<file path="src/hdl/sscm_pkg.sv">
// shared constants and types of the serial switch matrix control block
package sscm_pkg;
	// input spike suppression, rounded up to whole reference cycles
	localparam int          REF_PERIOD_NS = 5;
	localparam int          FILT_NS       = 50;
	localparam int          FILT_CYC      = (FILT_NS + REF_PERIOD_NS - 1) / REF_PERIOD_NS;
	localparam logic [3:0]  FILT_CNT      = 4'(FILT_CYC);
	// fastest serial clock the far master may use, kbit/s
	localparam int          SCL_MAX_KBPS  = 400;
	// fixed upper five address bits per variant
	localparam logic [4:0]  ADDR_PFX_OCT  = 5'h13;
	localparam logic [4:0]  ADDR_PFX_DUAL = 5'h11;
	// bit counts within a byte
	localparam logic [3:0]  BYTE_BITS     = 4'h8;
	localparam logic [3:0]  LAST_TX_BIT   = 4'h7;
	// pin synchroniser lanes
	localparam int          PIN_CLR       = 2;
	localparam int          PIN_ADDR_BIT1 = 1;
	localparam int          PIN_ADDR_LSB  = 0;

	typedef enum logic [6:0] {
		ST_IDLE  = 7'h01,
		ST_ADDR  = 7'h02,
		ST_ACK_A = 7'h04,
		ST_WRITE = 7'h08,
		ST_ACK_W = 7'h10,
		ST_READ  = 7'h20,
		ST_RACK  = 7'h40
	} sscm_state_t;

	typedef struct packed {
		sscm_state_t state;
		logic [3:0]  cnt;
		logic [7:0]  shreg;
		logic [7:0]  tx;
		logic [7:0]  ctrl;
		logic        oe;
		logic        nack;
		logic        scl_d;
		logic        sda_d;
		logic [2:0]  pin_s1;
		logic [2:0]  pin_s2;
	} sscm_core_t;

	localparam sscm_core_t CORE_RST = '{
		state:  ST_IDLE,
		cnt:    4'h0,
		shreg:  8'h00,
		tx:     8'h00,
		ctrl:   8'h00,
		oe:     1'b0,
		nack:   1'b1,
		scl_d:  1'b1,
		sda_d:  1'b1,
		pin_s1: 3'h0,
		pin_s2: 3'h0
	};

	typedef struct packed {
		logic       sync1;
		logic       sync2;
		logic       out;
		logic [3:0] cnt;
	} sscm_filt_t;

	localparam sscm_filt_t FILT_RST = '{
		sync1: 1'b1,
		sync2: 1'b1,
		out:   1'b1,
		cnt:   4'h0
	};
endpackage

</file>
<file path="src/hdl/sscm_line_if.sv">
// one serial bus line, raw pin level and its filtered copy
`timescale 1ns/1ps
interface sscm_line_if;
	logic raw;
	logic clean;

	modport filt (input raw, output clean);
	modport user (output raw, input clean);
endinterface // sscm_line_if

</file>
<file path="src/hdl/sscm_filter.sv">
// synchroniser and spike filter for one serial bus line
`timescale 1ns/1ps
module sscm_filter (
	input  wire logic       clk,
	input  wire logic       arst_n,
	sscm_line_if.filt       line
);
	sscm_pkg::sscm_filt_t r_reg;
	sscm_pkg::sscm_filt_t r_next;

	// follow the line only after it held a new level long enough
	always_comb
	begin
		r_next       = r_reg;
		r_next.sync1 = line.raw;
		r_next.sync2 = r_reg.sync1;
		if (r_reg.sync2 == r_reg.out)
		begin
			r_next.cnt = 4'h0;
		end
		else if (r_reg.cnt == sscm_pkg::FILT_CNT - 4'h1)
		begin
			r_next.out = r_reg.sync2;
			r_next.cnt = 4'h0;
		end
		else
		begin
			r_next.cnt = r_reg.cnt + 4'h1;
		end
	end

	always_ff @(posedge clk or negedge arst_n)
	begin
		if (!arst_n)
			r_reg <= sscm_pkg::FILT_RST;
		else
			r_reg <= r_next;
	end

	assign line.clean = r_reg.out;
endmodule // sscm_filter

</file>
<file path="src/hdl/sscm_top.sv">
// two-wire slave that sets eight analog switch controls from one byte
`timescale 1ns/1ps
module sscm_top #(
	parameter bit DUAL_VARIANT = 1'b0
) (
	input  wire logic       REF_CLK,
	input  wire logic       ARST_N,
	input  wire logic       SCL,
	input  wire logic       SDA_IN,
	output logic            SDA_OUT,
	output logic            SDA_OE,
	input  wire logic       ADDR_PIN_LSB,
	input  wire logic       ADDR_PIN_BIT1,
	input  wire logic       CLEAR_N,
	output logic [7:0]      SWITCH_ON
);
	sscm_pkg::sscm_core_t r_reg;
	sscm_pkg::sscm_core_t r_next;
	logic                 scl_c;
	logic                 sda_c;
	logic                 scl_rise;
	logic                 scl_fall;
	logic                 start_cond;
	logic                 stop_cond;
	logic                 clr;
	logic                 addr_match;
	logic [6:0]           own_addr;
	logic                 commit;

	sscm_line_if scl_if ();
	sscm_line_if sda_if ();

	// both bus lines pass the same synchroniser and spike filter
	assign scl_if.raw = SCL;
	assign sda_if.raw = SDA_IN;

	sscm_filter u_scl_filt (
		.clk    (REF_CLK),
		.arst_n (ARST_N),
		.line   (scl_if.filt)
	);

	sscm_filter u_sda_filt (
		.clk    (REF_CLK),
		.arst_n (ARST_N),
		.line   (sda_if.filt)
	);

	assign scl_c = scl_if.clean;
	assign sda_c = sda_if.clean;

	// bus events from filtered levels and their previous samples
	assign scl_rise   = scl_c & ~r_reg.scl_d;
	assign scl_fall   = ~scl_c & r_reg.scl_d;
	assign start_cond = scl_c & r_reg.scl_d & r_reg.sda_d & ~sda_c;
	assign stop_cond  = scl_c & r_reg.scl_d & ~r_reg.sda_d & sda_c;

	// address pins and clear come from the board, read only after two flops
	assign clr      = ~r_reg.pin_s2[sscm_pkg::PIN_CLR];
	assign own_addr = {DUAL_VARIANT ? sscm_pkg::ADDR_PFX_DUAL : sscm_pkg::ADDR_PFX_OCT,
		r_reg.pin_s2[sscm_pkg::PIN_ADDR_BIT1],
		r_reg.pin_s2[sscm_pkg::PIN_ADDR_LSB]};
	assign addr_match = (r_reg.shreg[7:1] == own_addr);
	assign commit     = (r_reg.state == sscm_pkg::ST_WRITE) && scl_fall
		&& (r_reg.cnt == sscm_pkg::BYTE_BITS);

	// one bit enters at the low end, so the msb arrives first
	function automatic logic [7:0] shift_in(input logic [7:0] v, input logic b);
		return {v[6:0], b};
	endfunction

	// protocol engine; stop and start take precedence in any state
	always_comb
	begin
		r_next        = r_reg;
		r_next.pin_s1 = {CLEAR_N, ADDR_PIN_BIT1, ADDR_PIN_LSB};
		r_next.pin_s2 = r_reg.pin_s1;
		r_next.scl_d  = scl_c;
		r_next.sda_d  = sda_c;
		if (stop_cond)
		begin
			r_next.state = sscm_pkg::ST_IDLE;
			r_next.oe    = 1'b0;
		end
		else if (start_cond)
		begin
			// repeated start also lands here
			r_next.state = sscm_pkg::ST_ADDR;
			r_next.cnt   = 4'h0;
			r_next.oe    = 1'b0;
		end
		else
		begin
			case (r_reg.state)
				sscm_pkg::ST_IDLE:
				begin
					r_next.oe = 1'b0;
				end
				sscm_pkg::ST_ADDR:
				begin
					if (scl_rise)
					begin
						r_next.shreg = shift_in(r_reg.shreg, sda_c);
						r_next.cnt   = r_reg.cnt + 4'h1;
					end
					else if (scl_fall && r_reg.cnt == sscm_pkg::BYTE_BITS)
					begin
						// other addresses leave the line alone until next start
						r_next.state = addr_match ? sscm_pkg::ST_ACK_A : sscm_pkg::ST_IDLE;
						r_next.oe    = addr_match;
					end
				end
				sscm_pkg::ST_ACK_A:
				begin
					if (scl_fall)
					begin
						r_next.cnt = 4'h0;
						if (r_reg.shreg[0])
						begin
							r_next.state = sscm_pkg::ST_READ;
							r_next.tx    = r_reg.ctrl;
							r_next.oe    = ~r_reg.ctrl[7];
						end
						else
						begin
							r_next.state = sscm_pkg::ST_WRITE;
							r_next.oe    = 1'b0;
						end
					end
				end
				sscm_pkg::ST_WRITE:
				begin
					if (scl_rise)
					begin
						r_next.shreg = shift_in(r_reg.shreg, sda_c);
						r_next.cnt   = r_reg.cnt + 4'h1;
					end
					else if (commit)
					begin
						r_next.ctrl  = r_reg.shreg;
						r_next.state = sscm_pkg::ST_ACK_W;
						r_next.oe    = 1'b1;
					end
				end
				sscm_pkg::ST_ACK_W:
				begin
					if (scl_fall)
					begin
						r_next.state = sscm_pkg::ST_WRITE;
						r_next.cnt   = 4'h0;
						r_next.oe    = 1'b0;
					end
				end
				sscm_pkg::ST_READ:
				begin
					if (scl_fall)
					begin
						if (r_reg.cnt == sscm_pkg::LAST_TX_BIT)
						begin
							// release for the master's acknowledge
							r_next.state = sscm_pkg::ST_RACK;
							r_next.oe    = 1'b0;
						end
						else
						begin
							r_next.tx  = shift_in(r_reg.tx, 1'b0);
							r_next.oe  = ~r_reg.tx[6];
							r_next.cnt = r_reg.cnt + 4'h1;
						end
					end
				end
				sscm_pkg::ST_RACK:
				begin
					if (scl_rise)
					begin
						r_next.nack = sda_c;
					end
					else if (scl_fall)
					begin
						// an acknowledge asks for the byte once more
						r_next.state = r_reg.nack ? sscm_pkg::ST_IDLE : sscm_pkg::ST_READ;
						r_next.tx    = r_reg.ctrl;
						r_next.oe    = ~r_reg.nack & ~r_reg.ctrl[7];
						r_next.cnt   = 4'h0;
					end
				end
				default:
				begin
					r_next.state = sscm_pkg::ST_IDLE;
					r_next.oe    = 1'b0;
				end
			endcase
		end
		// clear wins over a byte landing in the same cycle
		if (clr)
		begin
			r_next.ctrl = 8'h00;
		end
	end

	// power-up leaves the switch byte at zero
	always_ff @(posedge REF_CLK or negedge ARST_N)
	begin
		if (!ARST_N)
			r_reg <= sscm_pkg::CORE_RST;
		else
			r_reg <= r_next;
	end

	// open-drain: level is always low, only the enable moves
	assign SDA_OUT   = 1'b0;
	assign SDA_OE    = r_reg.oe;
	assign SWITCH_ON = r_reg.ctrl;
endmodule // sscm_top

</file>
<file path="config.mk">
export PLATFORM = sky130hd
export DESIGN_NAME = sscm_top
export DESIGN_NICKNAME = d
export VERILOG_FILES = /design/src/hdl/sscm_pkg.sv /design/src/hdl/sscm_line_if.sv /design/src/hdl/sscm_filter.sv /design/src/hdl/sscm_top.sv
export SDC_FILE = /design/constraint.sdc
export NUM_CORES = 1
export LEC_CHECK = 0
export BUFFER_PORTS_ARGS = -buffer_cell sky130_fd_sc_hd__buf_2
export CAP_MARGIN = 20
export CORE_MARGIN = 2
export CORE_UTILIZATION = 30
export CTS_BUF_LIST = sky130_fd_sc_hd__clkbuf_8
export CTS_CLUSTER_DIAMETER = 100
export DETAILED_ROUTE_END_ITERATION = 8
export HOLD_SLACK_MARGIN = 0.05
export PLACE_DENSITY_LB_ADDON = 0.2
export REMOVE_ABC_BUFFERS = 1
export SYNTH_ARGS = -nofsm -noshare
export SYNTH_HDL_FRONTEND = slang
export SYNTH_SLANG_ARGS = --single-unit
</file>
<file path="constraint.sdc">
create_clock -name REF_CLK -period 3.5 [get_ports REF_CLK]
set_clock_uncertainty 0.05 [all_clocks]
set_input_delay 0.35 -clock REF_CLK [delete_from_list [all_inputs] [get_ports REF_CLK]]
set_output_delay 0.35 -clock REF_CLK [all_outputs]
set_load 0.005 [all_outputs]
</file>
### After elaboration in Yosys (flattened, before gate mapping)

Cells that the tools add are included.

| word-level totals | value |
|---|---|
| flip-flop bits (word level) | 58 |
| output and inout bits | 10 |

| operators by class | value |
|---|---|
| $add $sub $neg | 3 |
| eq/ne operators | 43 |
| mux-type cells | 48 |
| bitwise operators | 19 |
| reduce and logical (&&, ||, !) cells | 15 |

Operators with widths:

| cell | number |
|---|---|
| 7-bit 2-to-1 mux | 12 |
| 11-bit 2-to-1 mux | 6 |
| 7-bit one-hot mux with 7 select lines | 1 |
| 4-bit != test, second input constant | 10 |
| 8-bit 2-to-1 mux | 4 |
| 9-bit AND reduction | 3 |
| 3-bit != test, second input constant | 7 |
| 7-bit one-hot mux with 3 select lines | 1 |
| 4-bit 2-to-1 mux | 5 |
| 4-bit one-hot mux with 5 select lines | 1 |
| 9-bit 2-to-1 mux | 2 |
| 2-bit != test, second input constant | 9 |
| 4-bit by 1-bit adder with 4-bit output, second input constant | 3 |
| 4-bit equality test, second input constant | 3 |
| 12-bit 2-to-1 mux | 1 |
| 6-bit 2-to-1 mux | 2 |
| 1-bit 2-to-1 mux | 11 |
| 1-bit inverter | 11 |
| 11-bit AND reduction | 1 |
| 1-bit bitwise AND | 8 |
| 4-bit AND reduction | 2 |
| 7-bit by 1-bit equality test with 1-bit output, second input constant | 1 |
| 7-bit by 2-bit equality test with 1-bit output, second input constant | 1 |
| 7-bit by 3-bit equality test with 1-bit output, second input constant | 1 |
| other kinds (17) | 22 |

### Longest topological paths before layout

Gate-level depths: netlist (run 1).

| logic depth | value |
|---|---|
| word-level depth | 10 |
| depth in mapped cells | 8 |
| mapped depth without buffers | 8 |

### Hierarchy

A second synthesis (run 1) with hierarchy kept.

| unflattened totals | value |
|---|---|
| cells, all modules | 276 |
| area, all modules | 2,992.9 sq um |

Modules (own cells, without submodules):

| module | times used | cells an instance | area an instance (sq um) | seq. area each (sq um) |
|---|---|---|---|---|
| sscm_top | 1 | 234 | 2,407.3 | 1,106.1 |
| sscm_filter | 2 | 21 | 292.8 | 178.9 |

### Worst setup path before layout (run 1)

No wires, ideal clock.

| timing | value |
|---|---|
| path kind | register to register |
| start point | register r_reg[40] in the netlist's numbering |
| end point | register r_reg[41] in the netlist's numbering |
| setup time | 0.142 ns |
| data arrival time | 1.943 ns |
| data required time | 3.308 ns |
| slack | 1.366 ns |
| stages on the path, launching flop included | 8 |
| buffers on the path | 1 |
| cell sequence | dfrtp_1 > buf_6 > or4_4 > a211o_4 > o211a_1 > o22ai_4 > or4_1 > o21ai_0 |

| on the way | value |
|---|---|
| word-level cells in the longest chain between the ends | 5 |

RTL lines:

| item | RTL line | RTL |
|---|---|---|
| from (decl) | sscm_top.sv:17 | `sscm_pkg::sscm_core_t r_reg;` |
| from (signal assigned) | sscm_top.sv:205 | `r_reg <= sscm_pkg::CORE_RST;` |
| from (signal assigned) | sscm_top.sv:207 | `r_reg <= r_next;` |
| 7-bit by 4-bit equality test with 1-bit output | sscm_top.sv:64, sscm_top.sv:94 |  |
| 1-bit logical AND | sscm_top.sv:64 | `assign commit = (r_reg.state == sscm_pkg::ST_WRITE) && scl_fall` |
| 1-bit logical AND | sscm_top.sv:65 | `&& (r_reg.cnt == sscm_pkg::BYTE_BITS);` |
| 4-bit != test (no line) | n/a |  |
| 11-bit AND reduction (no line) | n/a |  |

Several ways; a longest one is shown, not always the timed one.
A chain may end at the register's enable or synchronous reset.

### Worst setup path in the final report (run 1)

| timing | value |
|---|---|
| start point | register r_reg[40] in the netlist's numbering |
| end point | register r_reg[31] in the netlist's numbering |

| on the way | value |
|---|---|
| word-level cells in the longest chain between the ends | 3 |

RTL lines:

| item | RTL line | RTL |
|---|---|---|
| 7-bit by 4-bit equality test with 1-bit output / 7-bit by 2-bit equality test with 1-bit output (equally long branches) | sscm_top.sv:94 | `case (r_reg.state)` |
| 2-bit OR reduction (no line) (*) | n/a |  |
| 4-bit AND reduction (no line) (*) | n/a |  |

Mark *: on every way between the ends. The rest lies on a longest branch, timed or not.

==> impl_metrics.toml, run 1 <==
[floorplan]
dieWidth_um = 102
die_area_um2 = 10500
num_io_pins = 17
rows = 35
start_util_pct = 31.1
coreArea_um2 = 9330
die_h_um = 102

[timing]
fin_hold_ws_ns = 0.0783
fin_crit_ns = 2.47
max_freq_ghz = 0.405
rsz0062_at_grt = "false"
finalHoldViolations = 0
fin_setup_tns_ns = 0
setup_viol = 0
finalCritPeriodShare_pct = 70.6
slew_viol_final = 0
relSlewSlack_pct = 40.7
max_slew.worst_pin.slew_ns = 0.885

[place]
portBuffers = 15
hpwlAfterDp_mm = 4.19
dp.cells = 399
globalplace.congestion = 0.858

[setup_path]
critPathArrivalTime_ns = 2.63
cp_top_family = "simple AND/OR/NAND/NOR gates"
cp.required_ns = 3.66
slowest_stage = "or4_4"
path_max_fanout = 19
criticalPathCategory = "reg -> reg"
cp_num_buf_inv = 0
path_cells = "or4_4 > a211o_4 > nor2_2 > mux2_2"
cpPeakStageDelay_ns = 0.63
cp-start-kind = "flip-flop"
cp-end-kind = "flip-flop"

[drt]
drtPass1Iterations = 4
num_vias = 2006
via_per_inst = 4.80
ant_nets = 0
drt_iter0_markers = 114
wl_per_cell_um = 13.9
drc = 0
wirelength_mm = 5.81

[yosys]
synth_cell_type_count = 52
synth_ff_type = "dfrtp_1"
synthArstFlopShare_pct = 100
ys_seq_elements = 58
syn_inst = 275
synthAdderAreaFrac_pct = 2.59
synthMuxAreaShare_pct = 7.03
synth_area_um2 = 2900
synth_xor_area_share_pct = 3.32
seq_area_frac_synth_pct = 50.5
yosys_warnings = 0
synth_top_family_by_area = "simple AND/OR/NAND/NOR gates"
avgSynthCellArea_um2 = 10.6
synth-edff-count = 0
synth-simple-area-share_pct = 18.3
synth_compound_area_share_pct = 13.2

[grt]
grt.total_usage_pct = 12.5
grt-ovfl-total = 0
grt_pass1_vias = 2058
antenna_found_initial = 0
grt_max_degree = 35
grt_first_pass_wirelength_mm = 10.1

[clocking]
cts_resized = 0
cts_root_buf = "clkbuf_8"
cts_buffers = 9
hold_buffers = 3
htree_levels = 3
clk_latency_ns = 0.33
cts.sinks = 58
post-cts-setup-buffers = 0
cts_tree = "yes"
clockBufferDepth = 2
clk_pin_slew_ns = 0.07

[worst_hold_path]
min_path_type = "in -> reg"

[pwr]
pwr_density_cell_nw_per_um2 = 444
vdd_drop_max_mv = 0.205
p_leak_nw = 1.43

[finish]
fin_nets = 297
drive_above_1_share_pct = 20.1
area_growth_pct = 12.7
largest_reg_flops = 30
final_cells = 418
antenna_cells = 0

[flow_run]
maxCapViolations = 0

[run_status]
status = "finished, final reports clean"
## placed cells by master (no fill, tap or decap), drive strengths merged, types with 2 or more instances in the layout
cell type,Yosys,layout
dfrtp,48,48
nand2,29,29
nor2,23,23
o21ai,16,16
buf,15,16
mux2,11,11
clkbuf,6,10
dfstp,10,10
nand3,8,8
nand2b,8,8
a22o,8,8
mux2i,8,8
inv,5,7
nor3,7,7
xnor2,6,6
ha,6,6
xor2,5,5
nor2b,5,5
or4,5,5
o22ai,5,5
nand3b,4,4
nor4,3,3
nand4,3,3
o31ai,3,3
dlygate4sd3,0,3
or4b,3,3
a21o,2,2
o211ai,2,2
nor3b,2,2
a21oi,2,2
o2bb2ai,2,2
bufinv,0,2
clkinvlp,0,2
## worst register-to-register path, delay by kind of cell (launching register included)
kind             cells  cell delay (ns)
AND/OR/NAND/NOR      2             1.03
flip-flops           1             0.58
AO/OA/AOI/OAI        1             0.32
multiplexers         1             0.39
## metal layers
layer	share of wire (%)	global-route usage, %	vias up	wire length [µm]
li1	-	-	1001	-
met5	0	0	-	0
met3	4.9	3.90	10	284
met4	1.9	5.13	0	112
met1	48	16.8	944	2800
met2	45	19.0	51	2620
## final timing paths
path,startpoint,slack (ns),depth (start not counted),end
max in group asynchronous,ARST_N,2.03,3,r_reg[38]
max,r_reg[40],1.03,4,r_reg[31]
min,CLEAR_N,0.08,1,r_next[2]
min in group asynchronous,ARST_N,0.50,2,u_scl_filt.r_reg[1]
min reg2reg,r_next[1],0.30,0,own_addr[1]
max reg2reg,r_reg[40],1.03,4,r_reg[31]
## power by group
group | internal (mW) | total, mW | switching (mW)
registers | 0.698 | 0.717 | 0.0195
clock network | 0.415 | 0.672 | 0.257
logic | 0.0259 | 0.0619 | 0.0360
## synth_stat cells (2+ instances only)
cell	count	area share [%]
or4_1	4	1.0
buf_4	9	2.3
mux2_2	11	4.3
nand2b_1	8	1.7
mux2i_1	8	2.8
nor2_1	22	2.8
xnor2_1	6	1.8
a22o_1	8	2.4
o211ai_1	2	0.52
a21oi_1	2	0.34
ha_1	6	2.6
nor4_1	3	0.65
nand3b_1	4	1.0
xor2_1	5	1.5
nand2_1	28	3.6
o22ai_1	4	0.86
a21o_1	2	0.52
o2bb2ai_1	2	0.60
inv_1	5	0.65
o21ai_0	16	2.8
buf_2	5	0.86
dfrtp_1	48	41
nor3_1	7	1.2
nand3_1	8	1.4
clkbuf_1	6	0.78
o31ai_1	3	0.78
nor2b_1	5	1.1
nor3b_1	2	0.52
dfstp_2	10	9.1
or4b_2	2	0.69
nand4_1	3	0.65
## final cells by class
cell class	instances	area (µm²)
Tap cell	129	161
Clock buffer	10	138
Inverter	5	18.8
Timing Repair Buffer	19	113
Fill cell	933	6060
Sequential cell	58	1460
Clock inverter	6	82.6
Multi-Input combinational cell	191	1290
## per-stage QoR
step           instance area (µm²)  setup WS [ns]  power [mW]  util [%]
2_1_floorplan                 2780           1.30       0.762         -
3_3_place_gp                  3020           1.05       0.790      32.4
3_5_place_dp                  3020           1.06       0.791      32.4
4_1_cts                       3270           1.05        1.48      35.1
5_1_grt                       3270          0.769        1.52      35.1
6_report                      3270           1.03        1.45      35.1
## kinds of logic (layout without fill, tap and decap cells)
logic type | count (synthesis) | in the layout
and+or+nand+nor | 103 | 103
DFF | 58 | 58
AOI/OAI and AO/OA | 51 | 51
buffers and inverters | 26 | 40
muxes | 19 | 19
xor gates and xnor gates | 11 | 11
adders and majority gates | 6 | 6
other | 1 | 1
Power figures use the tool's default switching activity.
==> inputs of run 2 (changes only) <==
- clock period: 3.5 -> 2.09 ns (I/O delays scaled with it)
==> impl_metrics.toml, run 2 (synthesized netlist as in run 1, its figures left out) <==
[setup_path]
regToRegSetupSlack_ns = -0.07
cpPeakStageDelay_ns = 0.55
r2r.worst_path.cells = 8
r2r_start = "r_reg[40]"
cp.depth = 8
cp_num_buf_inv = 2
path_max_fanout = 6
critPathArrivalTime_ns = 2.37
slowest_stage = "or4_4"
cp_top_family = "simple AND/OR/NAND/NOR gates"
path_cells = "or4_4 > a211o_4 > buf_4 > o22ai_4 > buf_6 > nand2b_1 > nand3_1 > o2bb2ai_2"
cp.required_ns = 2.30
cp-start-kind = "flip-flop"
r2r-end = "r_reg[36]"
cp-end-kind = "flip-flop"
criticalPathCategory = "reg -> reg"

[pwr]
p_leak_nw = 1.72
vdd_drop_max_mv = 0.383
seq_power_share_pct = 51.2
p_sw_uw = 543
switching_share_pct = 23.2
p_int_mw = 1.80
clkPwrFrac_pct = 43.3
combPwrFrac_pct = 5.5
pwr_density_cell_nw_per_um2 = 601

[place]
dp_slack_ns = -0.130
portBuffers = 15
globalplace.congestion = 0.872
hpwlAfterDp_mm = 4.64

[worst_hold_path]
min_from = "r_next[0]"
min_path_type = "reg -> reg"
holdPathEnd = "own_addr[0]"
holdPathStages = 0

[drt]
drt_iter0_markers = 119
drtPass1Iterations = 4
num_vias = 2249
via_per_inst = 4.77
ant_nets = 0
drc = 0
wl_per_cell_um = 14.2
wirelength_mm = 6.68

[clocking]
clk_latency_ns = 0.33
cts_root_buf = "clkbuf_8"
clk_pin_slew_ns = 0.07
cts_buffers = 9
htree_levels = 3
clockBufferDepth = 2
cts.sinks = 58
cts_tree = "yes"

[floorplan]
die_area_um2 = 10500
die_h_um = 102
start_util_pct = 31.1
num_io_pins = 17
dieWidth_um = 102
rows = 35
coreArea_um2 = 9330

[run_status]
violations = "negative setup slack"
status = "complete, but fails checks"

[timing]
rsz0062_at_grt = "true"
finalHoldViolations = 0
slew_viol_final = 0
fin_crit_ns = 2.16
fin_hold_ws_ns = 0.296
max_freq_ghz = 0.463
fin_setup_tns_ns = -0.305
finalCritPeriodShare_pct = 103
setup_viol = 10
fin_ws_ns = -0.0698

[finish]
final_core_util_pct = 41.8
fin_nets = 351
register_area_um2 = 1470
multi_input_area_um2 = 1500
drive_above_1_share_pct = 39.8
fillers = 929
layout_common_cells = "buf_4 (48), dfrtp_1 (45), nand2_1 (25)"
area_growth_pct = 34.3
largest_reg_flops = 30
antenna_cells = 0
layout_commonest_cell = "buf_4"

[grt]
grt_first_pass_wirelength_mm = 11.1
antenna_found_initial = 0
grt.total_usage_pct = 13.8
grt_pass1_vias = 2192
grt_max_degree = 59
grt-ovfl-total = 0

[flow_run]
maxCapViolations = 0
## run 2: cell count changes in the layout (fill, tap and decap cells not counted), moves of 3 or more
cell,previous run,this run
buf_4,1,48
mux2_2,11,3
mux2_4,0,8
dfrtp_1,48,45
dfrtp_2,0,3
dlygate4sd3_1,3,6
nand2_1,28,25
nor4_1,3,0
o21ai_0,16,13
or4b_4,0,3
## run 2: worst max path at each step
stage / from / end
finish: r_reg[40] / r_reg[36]
floorplan: r_reg[40] / r_reg[41]
global placement: r_reg[42] / r_reg[34]
CTS: r_reg[40] / r_reg[42]
detailed placement: r_reg[42] / r_reg[35]
global route: r_reg[40] / r_reg[40]
## run 2: worst register-to-register path, cell delays in order (launching register included)
cell	delay [ns]
dfrtp_2	0.43
or4_4	0.55
a211o_4	0.32
buf_4	0.16
o22ai_4	0.18
buf_6	0.15
nand2b_1	0.06
nand3_1	0.10
o2bb2ai_2	0.10
## run 2: repair_timing
action,4_1_cts,5_1_grt
setup endpoints to repair,19,27
setup buffers,3,4
cloned,0,0
hold endpoints to repair,53,0
hold buffers,6,0
resized for setup,16,33
pin swaps,3,3
## run 2: layout make-up
type,instances,share of cell area (%)
clock buffer,10,3.53
clock inverter,5,1.41
inverter,5,0.482
multi-input combinational,191,38.5
sequential,58,37.7
tap,129,4.14
timing repair buffer,73,14.3
## run 2: power by group through the flow
stage	clock network [mW]	logic, mW	registers [mW]
floorplan	0	0.0616	1.21
global placement	0	0.120	1.22
CTS	1.05	0.130	1.20
global route	1.11	0.152	1.21
detailed placement	0	0.121	1.22
finish	1.01	0.129	1.20
## run 2: layer usage
layer	track usage (%)	share of wire, %
met5	0	0
met4	6.15	1.6
met3	2.74	3.3
met2	20.5	47
met1	19.5	48
## run 2: through the flow
stage	power [mW]	instance area (µm²)	cells
finish	2.34	3900	471
global route	2.47	3900	471
CTS	2.38	3710	468
detailed placement	1.34	3380	444
global placement	1.34	3380	444
floorplan	1.28	2780	254
==> inputs of run 3 (changes only) <==
- ABC_AREA: not set -> 1
==> impl_metrics.toml, run 3 <==
[timing]
finalCritPeriodShare_pct = 85.7
rsz0062_at_grt = "false"
fin_crit_ns = 1.79
max_freq_ghz = 0.558
setup_viol = 0
slew_viol_final = 0
fin_ws_ns = 0.298
fin_hold_ws_ns = 0.299
fin_setup_tns_ns = 0
finalHoldViolations = 0

[clocking]
clk_latency_ns = 0.34
htree_levels = 3
cts_buffers = 9
cts_tree = "yes"
cts_root_buf = "clkbuf_8"
cts.sinks = 58
cts_resized = 0
clockBufferDepth = 2
clk_pin_slew_ns = 0.07

[pwr]
seq_power_share_pct = 48.4
switching_share_pct = 26.9
p_sw_uw = 680
p_int_mw = 1.85
pwr_density_cell_nw_per_um2 = 734
clkPwrFrac_pct = 41.7
p_leak_nw = 1.65
power_mw = 2.53
combPwrFrac_pct = 9.9
vdd_drop_max_mv = 0.317

[drt]
wirelength_mm = 6.13
num_vias = 2277
via_per_inst = 4.37
drt_iter0_markers = 101
ant_nets = 0
drc = 0
wl_per_cell_um = 11.8
drtPass1Iterations = 4

[flow_run]
maxCapViolations = 0

[setup_path]
r2r_start = "r_reg[7]"
cp.required_ns = 2.30
regToRegSetupSlack_ns = 0.30
startpoint = "r_reg[7]"
r2r-end = "SWITCH_ON[2]"
path_max_fanout = 7
crit_path_end = "SWITCH_ON[2]"
criticalPathCategory = "reg -> reg"
critPathArrivalTime_ns = 2.00
cp-start-kind = "flip-flop"
r2r.worst_path.cells = 6
cp-end-kind = "flip-flop"

[yosys]
synth_area_um2 = 3000
ys_seq_elements = 58
synth_commonest_cells = "nand2_1 (105), dfrtp_1 (48), inv_1 (32), nand3_1 (32), nor2_1 (29)"
avgSynthCellArea_um2 = 8.31
seq_area_frac_synth_pct = 48.8
synth_ff_type = "dfrtp_1"
synth_largest_area_cell = "dfrtp_1"
yosys_warnings = 0
syn_inst = 361
synthArstFlopShare_pct = 100
synth.most_common_cell = "nand2_1"
synth_top_area_share_pct = 40.0
synth_cell_type_count = 34
synthTopCellsByArea = "dfrtp_1 (40%), nand2_1 (13%), dfstp_2 (8.8%)"
synth-edff-count = 0

[place]
globalplace.congestion = 0.869
portBuffers = 15
dp_slack_ns = 0.307
hpwlAfterDp_mm = 4.52
dp.cells = 499

[floorplan]
start_util_pct = 30.8
die_area_um2 = 10800
coreArea_um2 = 9730
die_h_um = 104
dieWidth_um = 104
num_io_pins = 17
rows = 36

[finish]
multi_input_area_um2 = 1290
fin_nets = 396
final_cells = 521
antenna_cells = 0
area_growth_pct = 14.8
layout_commonest_cell = "nand2_1"
drive_above_1_share_pct = 21.9
register_area_um2 = 1460
fillers = 1058
largest_reg_flops = 30
layout_common_cells = "nand2_1 (105), dfrtp_1 (48), inv_1 (32), nand3_1 (32), nor2_1 (29)"

[grt]
grt.total_usage_pct = 12.5
grt_pass1_vias = 2317
grt-ovfl-total = 0
antenna_found_initial = 0
grt_max_degree = 59
grt_first_pass_wirelength_mm = 10.8

[worst_hold_path]
min_path_type = "reg -> reg"
holdPathStages = 0

[run_status]
status = "finished, final reports clean"
==> run 3: layer usage <==
layer,share of wire [%],wire [µm],global-route usage [%],up-vias
met3,3.4,207,3.07,10
met5,0,0,0,-
met1,48,2960,15.9,1064
li1,-,-,-,1170
met2,47,2860,20.2,33
met4,1.7,102,5.41,0
==> run 3: worst min path at each step <==
| stage | from | to | slack, ns |
|---|---|---|---|
| after floorplan | ARST_N | SDA_OE | -0.14 |
| after global placement | ARST_N | r_reg[41] | 0.21 |
| after detailed placement | ARST_N | r_reg[41] | 0.19 |
| after CTS | r_next[2] | r_reg[2] | 0.30 |
| after global routing | r_next[2] | r_reg[2] | 0.31 |
| final | r_next[2] | r_reg[2] | 0.30 |
==> run 3: worst max-delay path, stage by stage (launching register included) <==
cell and delay [ns]:
dfstp_2 0.54, inv_1 0.04, nor2_1 0.37, nand2_1 0.16, nor3_2 0.18, nand2_1 0.18
o21ai_0 0.20
==> run 3: cell type report <==
class	instances	area share, %
clock buffers	10	3.99
clock inverters	6	1.92
inverters	42	4.58
multi-input cells	249	37.5
flip-flops and latches	58	42.5
well taps	133	4.83
repair buffers	23	4.72
==> run 3: cell families (layout without fill, tap and decap cells) <==
kind of cell / count (synthesis) / count (layout) / share of synthesized area, %
flip-flops: 58 / 58 / 48.8
other: 1 / 1 / 0.125
adder cells (fa/ha/maj): 6 / 6 / 2.50
XOR/XNOR: 4 / 4 / 1.17
AO/OA/AOI/OAI: 39 / 39 / 7.88
AND/OR/NAND/NOR: 199 / 199 / 31.4
buffers and inverters: 54 / 81 / 8.17
==> run 3: repair_timing <==
| item | CTS | global route |
|---|---|---|
| buffers inserted | 0 | 0 |
| endpoints found under the hold margin | 53 | 0 |
| hold buffers | 6 | 0 |
==> run 3: per-stage QoR <==
step           area (µm²)  utilization (%)
2_1_floorplan        2910                -
3_3_place_gp         3180             32.7
3_5_place_dp         3180             32.7
4_1_cts              3450             35.4
5_1_grt              3450             35.4
6_report             3450             35.4
==> run 3: power groups by stage <==
stage               logic [mW]  registers (mW)  clock network (mW)
finish                   0.250            1.22                1.05
global route             0.288            1.23                1.14
CTS                      0.254            1.22                1.09
detailed placement       0.245            1.25                   0
global placement         0.244            1.24                   0
floorplan                0.180            1.23                   0
